## src/pfl_pkg.sv

```systemverilog
// package for the pwm fault, lockout and trigger block
// assumes an apb master with 32-bit data and a 100 MHz clock
package pfl_pkg;
    localparam logic [11:0] FAULT_CFG_ADDR = 12'h000;
    localparam logic [11:0] CONTROL_ADDR = 12'h004;
    localparam logic [11:0] TRIG_CMP_LO_ADDR = 12'h008;
    localparam logic [11:0] TRIG_CMP_HI_ADDR = 12'h00c;
    localparam logic [11:0] PERIOD_ADDR = 12'h010;
    localparam logic [11:0] DUTY0_ADDR = 12'h014;
    localparam logic [11:0] STATUS_ADDR = 12'h024;
    localparam int DUTY_CNT = 4;
    // fault_configuration bit positions
    localparam int FA_EN_BIT = 0;
    localparam int FA_MODE_BIT = 1;
    localparam int FA_FLAG_BIT = 2;
    localparam int SCOPE_BIT = 3;
    localparam int FB_EN_BIT = 4;
    localparam int FB_MODE_BIT = 5;
    localparam int FB_FLAG_BIT = 6;
    localparam int BRK_EN_BIT = 7;
    // control register bit positions
    localparam int LOCKOUT_BIT = 1;
    localparam int TRIG_DIR_BIT = 3;
    localparam int POSTSCALE_LSB = 4;
    localparam logic [7:0] FAULT_CFG_RESET = 8'h00;
    localparam logic [7:0] CONTROL_RESET = 8'h00;
    localparam logic [15:0] VALUE_RESET = 16'h0000;
    localparam logic [3:0] POST_RESET = 4'h0;

    typedef enum logic [1:0] {
        TB_FREE,
        TB_SINGLE,
        TB_UPDOWN,
        TB_UPDOWN_INT
    } pfl_tb_mode_t;

    typedef struct packed {
        logic [15:0] count;
        logic countDown;
        logic periodStart;
        pfl_tb_mode_t mode;
    } pfl_time_base_t;

    typedef struct packed {
        logic highSidePolarity;
        logic lowSidePolarity;
        logic resetPinConfig;
        logic eightOutputs;
    } pfl_straps_t;
endpackage : pfl_pkg

```

## src/pfl_fault_lockout_trigger.sv

```systemverilog
// fault protection, update lockout and special event trigger of a pwm unit
// assumes time base and pwm generator outside; time base on the same clock
//
// The register addresses and the APB interface to the registers were left to the implementer.
module pfl_fault_lockout_trigger (
    input wire logic clock,
    input wire logic rst,
    input wire logic [11:0] paddr,
    input wire logic psel,
    input wire logic penable,
    input wire logic pwrite,
    input wire logic [31:0] pwdata,
    output logic [31:0] prdata,
    output logic pready,
    output logic pslverr,
    input wire logic faultInANeg,
    input wire logic faultInBNeg,
    input wire logic breakpointHit,
    input wire pfl_pkg::pfl_straps_t straps,
    input wire pfl_pkg::pfl_time_base_t timeBase,
    input wire logic [7:0] pwmRaw,
    output logic [7:0] pwmOut,
    output logic [15:0] periodActive,
    output logic [15:0] dutyActive [pfl_pkg::DUTY_CNT],
    output logic specialTrigger
);
    import pfl_pkg::*;

    ////////////////////////////////////////////////////////////////////////
    // registers and synchronisers
    logic [7:0] faultCfg_r;
    logic [7:0] control_r;
    logic [15:0] trigCmp_r;
    logic [15:0] periodBuf_r;
    logic [15:0] dutyBuf_r [DUTY_CNT];
    logic [1:0] syncA_r;
    logic [1:0] syncB_r;
    logic [1:0] syncBrk_r;

    logic [3:0] postCnt_r;
    logic faultForce_r;
    logic faultA;
    logic faultB;
    logic brkFault;

    logic wrStrobe;
    logic rdStrobe;
    logic addrHit;
    logic trigMatch;

    logic fltAHold;
    logic fltBHold;

    // fault lines idle high, so the synchronisers reset high and no false fault follows reset
    always_ff @(posedge clock) begin
        if (rst) begin
            syncA_r <= 2'h3;
        end else begin
            syncA_r <= {syncA_r[0], faultInANeg};
        end
    end

    always_ff @(posedge clock) begin
        if (rst) begin
            syncB_r <= 2'h3;
        end else begin
            syncB_r <= {syncB_r[0], faultInBNeg};
        end
    end

    always_ff @(posedge clock) begin
        if (rst) begin
            syncBrk_r <= 2'h0;
        end else begin
            syncBrk_r <= {syncBrk_r[0], breakpointHit};
        end
    end

    assign faultA = faultCfg_r[FA_EN_BIT] && !syncA_r[1];
    assign faultB = straps.eightOutputs && faultCfg_r[FB_EN_BIT] && !syncB_r[1];
    assign brkFault = faultCfg_r[BRK_EN_BIT] && straps.resetPinConfig && syncBrk_r[1];

    ////////////////////////////////////////////////////////////////////////
    // apb decode: zero wait states, unmapped addresses answer with pslverr
    assign wrStrobe = psel && penable && pwrite;
    assign rdStrobe = psel && penable && !pwrite;

    always_comb begin
        addrHit = 1'b0;
        case (paddr)
            FAULT_CFG_ADDR, CONTROL_ADDR: begin
                addrHit = 1'b1;
            end
            TRIG_CMP_LO_ADDR, TRIG_CMP_HI_ADDR: begin
                addrHit = 1'b1;
            end
            PERIOD_ADDR, STATUS_ADDR: begin
                addrHit = 1'b1;
            end
            default: begin
                for (int i = 0; i < DUTY_CNT; i++) begin
                    if (paddr == DUTY0_ADDR + 12'(4 * i)) begin
                        addrHit = 1'b1;
                    end
                end
            end
        endcase
    end

    always_ff @(posedge clock) begin
        if (rst) begin
            pready <= 1'b0;
        end else begin
            pready <= psel && !penable;
        end
    end

    always_ff @(posedge clock) begin
        if (rst) begin
            pslverr <= 1'b0;
        end else begin
            pslverr <= psel && !penable && !addrHit;
        end
    end

    ////////////////////////////////////////////////////////////////////////
    // fault configuration: flags set by hardware, set wins over a clear
    // flag stays while its input is live so a clear from software cannot drop it
    assign fltAHold = faultCfg_r[FA_FLAG_BIT] && (faultA || !faultCfg_r[FA_MODE_BIT] || !timeBase.periodStart);
    assign fltBHold = faultCfg_r[FB_FLAG_BIT] && (faultB || !faultCfg_r[FB_MODE_BIT] || !timeBase.periodStart);

    always_ff @(posedge clock) begin
        if (rst) begin
            faultCfg_r <= FAULT_CFG_RESET;
        end else begin
            logic [7:0] nxt;
            nxt = faultCfg_r;
            if (wrStrobe && pready && paddr == FAULT_CFG_ADDR) begin
                nxt = pwdata[7:0];
                // software may only clear a flag, never set it
                nxt[FA_FLAG_BIT] = faultCfg_r[FA_FLAG_BIT] && pwdata[FA_FLAG_BIT];
                nxt[FB_FLAG_BIT] = faultCfg_r[FB_FLAG_BIT] && pwdata[FB_FLAG_BIT];
            end else begin
                nxt[FA_FLAG_BIT] = fltAHold;
                nxt[FB_FLAG_BIT] = fltBHold;
            end
            if (faultA) begin
                nxt[FA_FLAG_BIT] = 1'b1;
            end
            if (faultB) begin
                nxt[FB_FLAG_BIT] = 1'b1;
            end
            if (!straps.eightOutputs) begin
                nxt[FB_EN_BIT] = 1'b0;
                nxt[FB_MODE_BIT] = 1'b0;
                nxt[FB_FLAG_BIT] = 1'b0;
            end
            faultCfg_r <= nxt;
        end
    end

    always_ff @(posedge clock) begin
        if (rst) begin
            faultForce_r <= 1'b0;
        end else begin
            // flag covers both modes: cycle mode releases at period start, inactive mode on clear
            faultForce_r <= faultA || faultB || brkFault || faultCfg_r[FA_FLAG_BIT]
                || faultCfg_r[FB_FLAG_BIT];
        end
    end

    ////////////////////////////////////////////////////////////////////////
    // output forcing; odd outputs are high side, even ones low side
    generate
        for (genvar g = 0; g < 8; g++) begin : gOut
            localparam logic HIGH_SIDE = (g % 2) == 1;
            logic inactiveLevel;
            logic forced;
            assign inactiveLevel = HIGH_SIDE ? !straps.highSidePolarity : !straps.lowSidePolarity;
            if (g < 6) begin : gLow
                assign forced = faultForce_r;
            end else begin : gHigh
                assign forced = faultForce_r && faultCfg_r[SCOPE_BIT] && straps.eightOutputs;
            end
            always_ff @(posedge clock) begin
                if (rst) begin
                    pwmOut[g] <= 1'b0;
                end else begin
                    pwmOut[g] <= forced ? inactiveLevel : (pwmRaw[g] ^ inactiveLevel);
                end
            end
        end
    endgenerate

    ////////////////////////////////////////////////////////////////////////
    // control, compare and buffered values
    always_ff @(posedge clock) begin
        if (rst) begin
            control_r <= CONTROL_RESET;
        end else if (wrStrobe && pready && paddr == CONTROL_ADDR) begin
            control_r <= pwdata[7:0];
        end
    end

    // compare is written as two bytes; each half loads on its own
    always_ff @(posedge clock) begin
        if (rst) begin
            trigCmp_r <= VALUE_RESET;
        end else if (wrStrobe && pready) begin
            if (paddr == TRIG_CMP_LO_ADDR) begin
                trigCmp_r[7:0] <= pwdata[7:0];
            end
            if (paddr == TRIG_CMP_HI_ADDR) begin
                trigCmp_r[15:8] <= pwdata[7:0];
            end
        end
    end

    always_ff @(posedge clock) begin
        if (rst) begin
            periodBuf_r <= VALUE_RESET;
        end else if (wrStrobe && pready && paddr == PERIOD_ADDR) begin
            periodBuf_r <= pwdata[15:0];
        end
    end

    generate
        for (genvar d = 0; d < DUTY_CNT; d++) begin : gDuty
            always_ff @(posedge clock) begin
                if (rst) begin
                    dutyBuf_r[d] <= VALUE_RESET;
                end else if (wrStrobe && pready && paddr == DUTY0_ADDR + 12'(4 * d)) begin
                    dutyBuf_r[d] <= pwdata[15:0];
                end
            end

            // active copy follows its buffer whenever the lockout is clear
            always_ff @(posedge clock) begin
                if (rst) begin
                    dutyActive[d] <= VALUE_RESET;
                end else if (!control_r[LOCKOUT_BIT]) begin
                    dutyActive[d] <= dutyBuf_r[d];
                end
            end
        end
    endgenerate

    always_ff @(posedge clock) begin
        if (rst) begin
            periodActive <= VALUE_RESET;
        end else if (!control_r[LOCKOUT_BIT]) begin
            periodActive <= periodBuf_r;
        end
    end

    ////////////////////////////////////////////////////////////////////////
    // special event trigger with postscaler, no enable
    always_comb begin
        trigMatch = timeBase.count == trigCmp_r;
        if (timeBase.mode == TB_UPDOWN || timeBase.mode == TB_UPDOWN_INT) begin
            trigMatch = trigMatch && (timeBase.countDown == control_r[TRIG_DIR_BIT]);
        end
    end

    always_ff @(posedge clock) begin
        if (rst) begin
            postCnt_r <= POST_RESET;
            specialTrigger <= 1'b0;
        end else begin
            specialTrigger <= 1'b0;
            if (wrStrobe && pready && (paddr == TRIG_CMP_LO_ADDR || paddr == TRIG_CMP_HI_ADDR)) begin
                postCnt_r <= POST_RESET;
            end else if (trigMatch) begin
                // at or above: lowering the ratio mid-count must not stall until the count wraps
                if (postCnt_r >= control_r[POSTSCALE_LSB +: 4]) begin
                    postCnt_r <= POST_RESET;
                    specialTrigger <= 1'b1;
                end else begin
                    postCnt_r <= postCnt_r + 4'h1;
                end
            end
        end
    end

    ////////////////////////////////////////////////////////////////////////
    // read data
    always_ff @(posedge clock) begin
        if (rst) begin
            prdata <= 32'h0;
        end else if (psel && !penable && !pwrite) begin
            case (paddr)
                FAULT_CFG_ADDR: begin
                    prdata <= {24'h0, faultCfg_r};
                end
                CONTROL_ADDR: begin
                    prdata <= {24'h0, control_r};
                end
                TRIG_CMP_LO_ADDR: begin
                    prdata <= {24'h0, trigCmp_r[7:0]};
                end
                TRIG_CMP_HI_ADDR: begin
                    prdata <= {24'h0, trigCmp_r[15:8]};
                end
                PERIOD_ADDR: begin
                    prdata <= {16'h0, periodBuf_r};
                end
                STATUS_ADDR: begin
                    prdata <= {29'h0, brkFault, faultB, faultA};
                end
                default: begin
                    prdata <= 32'h0;
                    for (int i = 0; i < DUTY_CNT; i++) begin
                        if (paddr == DUTY0_ADDR + 12'(4 * i)) begin
                            prdata <= {16'h0, dutyBuf_r[i]};
                        end
                    end
                end
            endcase
        end
    end
    logic unusedRd;
    assign unusedRd = rdStrobe;
endmodule : pfl_fault_lockout_trigger

```

## config.mk

```make
export PLATFORM = sky130hd
export DESIGN_NAME = pfl_fault_lockout_trigger
export DESIGN_NICKNAME = d
export VERILOG_FILES = /design/src/pfl_pkg.sv /design/src/pfl_fault_lockout_trigger.sv
export SDC_FILE = /design/constraint.sdc
export NUM_CORES = 1
export LEC_CHECK = 0
export BUFFER_PORTS_ARGS = -buffer_cell sky130_fd_sc_hd__buf_2
export CORE_UTILIZATION = 25
export CTS_CLUSTER_DIAMETER = 30
export DETAILED_ROUTE_END_ITERATION = 7
export PLACE_DENSITY = 0.42
export SLEW_MARGIN = 20
export SYNTH_ARGS = -nofsm -noshare
export SYNTH_HDL_FRONTEND = slang
export SYNTH_SLANG_ARGS = --single-unit
```

## constraint.sdc

```tcl
create_clock -name clock -period 4.95 [get_ports clock]
set_input_delay 0.99 -clock clock [delete_from_list [all_inputs] [get_ports clock]]
set_output_delay 0.99 -clock clock [all_outputs]
set_load 0.02 [all_outputs]
```

Word level (Yosys, flattened, before mapping)
Memories as Yosys holds them, arrays and structs flattened.
Index checks and enable logic that the tools add are counted.
{"block": "classes", "addsub": 1, "mul": 0, "div_mod_pow": 0, "magnitude_cmp": 1, "eq_ne": 13, "shifts": 0, "n_mux": 43, "bitwise_logic": 14, "n_reduce_logical": 53}
{"op": "32-bit case mux with 6 select lines", "n": 1}
{"op": "32-bit 2-to-1 mux", "n": 3}
{"op": "16-bit 2-to-1 mux", "n": 5}
{"op": "12-bit by 5-bit equality test with 1-bit output, second input constant", "n": 4}
{"op": "1-bit 2-to-1 mux", "n": 33}
{"op": "1-bit logical AND", "n": 26}
{"op": "12-bit by 4-bit equality test with 1-bit output, second input constant", "n": 2}
{"op": "12-bit by 6-bit equality test with 1-bit output, second input constant", "n": 2}
{"op": "16-bit equality test", "n": 1}
{"op": "12-bit by 3-bit equality test with 1-bit output, second input constant", "n": 1}
{"op": "12-bit logical NOT", "n": 1}
{"op": "1-bit logical NOT", "n": 10}
{"op": "1-bit logical OR", "n": 10}
{"op": "1-bit XOR", "n": 8}
{"op": "6-bit OR reduction", "n": 1}
{"op": "4-bit by 1-bit adder with 4-bit output, second input constant", "n": 1}
{"op": "2-bit equality test, second input constant", "n": 2}
{"op": "4-bit >= comparator", "n": 1}
{"op": "4-bit 2-to-1 mux", "n": 1}
{"op": "1-bit OR", "n": 4}
{"op": "2-bit AND reduction", "n": 2}
{"op": "2-bit OR reduction", "n": 2}
{"op": "3-bit OR reduction", "n": 1}
{"op": "1-bit NOT", "n": 2}
{"op": "1-bit equality test", "n": 1}
{"block": "totals", "reg_bits": 182, "latch_bits": 0, "ramBits": 64, "mem_bits_ro": 0, "out_inout_bits": 123, "n_memories": 1}
{"memory": "dutyBuf_r", "depth": 4, "width": 16, "rd": 4, "rd_ports_with_merged_regs": 0, "wr": 4, "line": "pfl_fault_lockout_trigger.sv:35", "rtl": "logic [15:0] dutyBuf_r [DUTY_CNT];"}

Longest topological paths before layout
{"block": "depth", "word_depth": 8, "mapped_depth": 8, "depth_no_buf": 7}

Worst setup path after synthesis
OpenSTA, ideal clock, no wires.
{"block": "synth_timing", "path_type": "input to register", "start": "in paddr[0]", "end": "mem dutyBuf_r[3][0] (enable)", "setup_time_ns": 0.367, "arrival_ns": 2.848, "required_time_ns": 4.583, "setup_slack_ns": 1.735, "stages": 7, "n_path_buf": 4, "cell_sequence": "buf_4 or4_1 buf_2 nor4_4 buf_6 clkbuf_1 a21o_1"}
{"item": "start: declaration", "line": "pfl_fault_lockout_trigger.sv:8", "rtl": "input wire logic [11:0] paddr,"}
{"item": "end: declaration", "line": "pfl_fault_lockout_trigger.sv:35"}

==> impl_metrics.py <==
metrics = {
    "power": {
        "comb_power_share_pct": 4.4,
        "clkPwrFrac_pct": 62.5,
        "p_leak_nw": 5.30,
        "p_per_area_nw_per_um2": 461,
        "ir_worst_vdd_uv": 192,
        "p_seq_share_pct": 33.1,
        "p_int_mw": 4.71,
        "power.net_switching_mw": 1.35,
        "switching_share_pct": 22.2,
    },
    "synth": {
        "synthArstFlopShare_pct": 0,
        "synth_top_area_share_pct": 33.7,
        "synthTopCellsByArea": "dfxtp_1 34%, edfxtp_1 19%, mux2i_1 9.1%",
        "synth-edff-count": 64,
        "yosys.area_share.simple_pct": 19.3,
        "yosysMostFrequentCell": "dfxtp_1",
        "avgSynthCellArea_sq_um": 10.3,
        "synth_warnings": 0,
        "syn_area_sq_um": 9860,
        "synth.area.mux_share_pct": 10.6,
        "synthFlopType": "dfxtp_1",
        "netlist-cell-type-count": 66,
        "synthTopCellsByCount": "166 x dfxtp_1, 121 x nor2_1, 90 x mux2i_1",
        "synth-xor-area-share_pct": 2.22,
        "synthAdderAreaFrac_pct": 0.635,
        "synth-seq-cells": 230,
        "synth_compound_area_share_pct": 9.51,
        "synth_top_family_by_area": "simple AND/OR/NAND/NOR gates",
        "ys_seq_area_share_pct": 53.2,
        "syn_inst": 956,
        "synth_area_leader_cell": "dfxtp_1",
    },
    "sta": {
        "max_slew_margin_pct": 30.2,
        "setup_ws_ns": 1.94,
        "min_period_ns": 3.01,
        "finalCritPeriodShare_pct": 60.8,
        "worst_pin_slew_ns": 1.05,
        "tns_ns": 0,
        "fin_skew_ns": 0.0228,
        "holdWs_ns": 0.402,
        "setup_viol": 0,
        "max_freq_mhz": 332,
        "rsz0062_at_grt": "no",
        "slew_viol_final": 0,
        "hold_viol_final": 0,
    },
    "routing": {
        "final_antenna_net_count": 0,
        "dr.pass1.iters": 5,
        "drt_iter0_markers": 581,
        "via_per_inst": 4.60,
        "wl_microns": 33700,
        "dr_total_vias": 7828,
        "wl_per_cell_microns": 19.8,
        "drc_errors": 0,
    },
    "placement": {
        "place_inst": 1597,
        "port_buffers": 173,
        "place_congestion": 0.787,
        "hpwl_microns": 23000,
        "dpl_worst_slack_ns": 1.34,
    },
    "flow_run": {
        "cap_violations": 0,
    },
    "worst_hold_path": {
        "min_path_type": "reg -> reg",
    },
    "setup_path": {
        "startpoint_type": "input pin",
        "cp-end-kind": "flip-flop",
        "crit_fanout": 32,
        "required_ns": 5.15,
        "cp_num_buf_inv": 2,
        "crit_type": "in -> reg",
        "path_cells": "buf_2 > or4_1 > nor4_4 > buf_4 > a21o_1",
        "path_delay_family": "simple AND/OR/NAND/NOR gates",
        "crit_path_max_incr_delay_ns": 0.72,
        "arrival_ns": 3.20,
        "worst_path_max_delay_cell": "or4_1",
        "r2r_slack_ns": 2.66,
    },
    "die": {
        "initial_core_util_pct": 25.5,
        "rows": 72,
        "dieArea_sq_um": 40200,
        "die_height_microns": 201,
        "boundaryPins": 207,
        "die-width_microns": 201,
        "coreArea_sq_um": 38700,
    },
    "global_route": {
        "grt_pass1_wl_microns": 49800,
        "grt_use_total_pct": 16.4,
        "antenna_found_initial": 4,
        "grt_pass1_vias": 7727,
        "grt_max_degree": 70,
        "grt-ovfl-total": 0,
    },
    "finish": {
        "layout-drive-gt1-share_pct": 26.6,
        "final_core_util_pct": 33.9,
        "nFillCells": 3989,
        "nets": 1224,
        "final_cells": 1702,
        "syn_to_final_growth_pct": 33.4,
    },
    "cts": {
        "clockBufferDepth": 3,
        "htreeDepth": 2,
        "path_clk_slew_ns": 0.05,
        "clkLatencyLatePin_ns": 0.58,
        "cts_tree": "built",
        "cts_setup_buffers": 0,
        "clock_sinks": 230,
        "cts-resized-gates": 0,
        "cts_buffers": 54,
        "cts_hold_buf": 0,
        "cts_root_buffer": "clkbuf_16",
    },
    "run_status": {
        "outcome": "completed",
    },
}
[stage by stage]
step                power (mW)  area (sq um)
floorplan                 2.19          9920
global placement          2.31         11200
detailed placement        2.31         11200
CTS                       6.14         13100
global route              6.26         13100
finish                    6.06         13100
[power by group through the flow]
| stage | sequential, mW | clock, mW | combinational (mW) |
|---|---|---|---|
| 3_3_place_gp | 2.04 | 0 | 0.270 |
| 6_report | 2.00 | 3.79 | 0.267 |
| 3_5_place_dp | 2.04 | 0 | 0.270 |
| 2_1_floorplan | 2.06 | 0 | 0.129 |
| 4_1_cts | 2.00 | 3.86 | 0.271 |
| 5_1_grt | 2.01 | 3.96 | 0.289 |
[worst paths after layout]
kind,startpoint,endpoint,cells after the start
setup reg to reg,pready$_SDFF_PP0_,trigCmp_r[11]$_SDFFE_PP0P_,6
setup / recovery,paddr[2],dutyBuf_r[3][9]$_SDFFCE_PN0P_,5
hold / removal,syncA_r[0]$_SDFF_PP1_,syncA_r[1]$_SDFF_PP1_,1
hold reg to reg,syncA_r[0]$_SDFF_PP1_,syncA_r[1]$_SDFF_PP1_,1
[flip-flops by register name, summed over array words and instances, names as in the netlist, 4 cells and up]
register and cells:
trigCmp_r 16, postCnt_r 4, pwmOut 8, periodActive 16, dutyActive 64, dutyBuf_r 64, prdata 16, control_r 8
periodBuf_r 16, faultCfg_r 8
[layer usage]
| layer | wire length (microns) | track usage (%) | vias to the layer above | part of all wire, % |
|---|---|---|---|---|
| met2 | 14800 | 24.4 | 224 | 44 |
| li1 | - | - | 3753 | - |
| met3 | 2100 | 4.72 | 54 | 6.2 |
| met5 | 29 | 0 | - | 0.086 |
| met4 | 772 | 5.51 | 6 | 2.3 |
| met1 | 16100 | 22.5 | 3791 | 48 |
[area by class of cell]
type,instances,area [sq um],area share [%]
multi-input cells,652,4250,32.3
clock inverters,29,427,3.24
repair buffers,190,996,7.57
inverters,7,26.3,0.200
flip-flops and latches,230,5250,39.9
clock buffers,73,1550,11.8
diodes,3,7.51,0.0571
well taps,518,648,4.93
[placed cells by master (no fill, tap or decap), types with 6 or more instances in the layout]
master / synthesis / final
buf_2: 11 / 172
dfxtp_1: 166 / 165
nor2_1: 121 / 121
mux2i_1: 90 / 90
nand2_1: 75 / 75
edfxtp_1: 64 / 64
clkbuf_16: 0 / 57
a21oi_1: 50 / 50
and3_1: 37 / 37
and2_1: 33 / 33
nand3_1: 32 / 32
xnor2_1: 22 / 22
buf_4: 18 / 18
nand2b_1: 16 / 16
conb_1: 1 / 16
a22o_1: 12 / 12
nor3_1: 11 / 11
a221oi_1: 10 / 10
clkbuf_1: 42 / 10
a221o_1: 9 / 9
clkinv_2: 0 / 9
bufinv_16: 0 / 9
nor2b_1: 8 / 8
inv_1: 7 / 7
or2_2: 7 / 7
nand4_1: 6 / 6
o21ai_0: 6 / 6
clkbuf_8: 0 / 6
[cell families after synthesis]
logic type | after synthesis
adders and majority gates | 5
xor gates and xnor gates | 25
and+or+nand+nor | 374
other | 1
AOI/OAI and AO/OA | 133
DFF | 230
muxes | 99
buffers and inverters | 89
(Power assumes the default switching activity.)
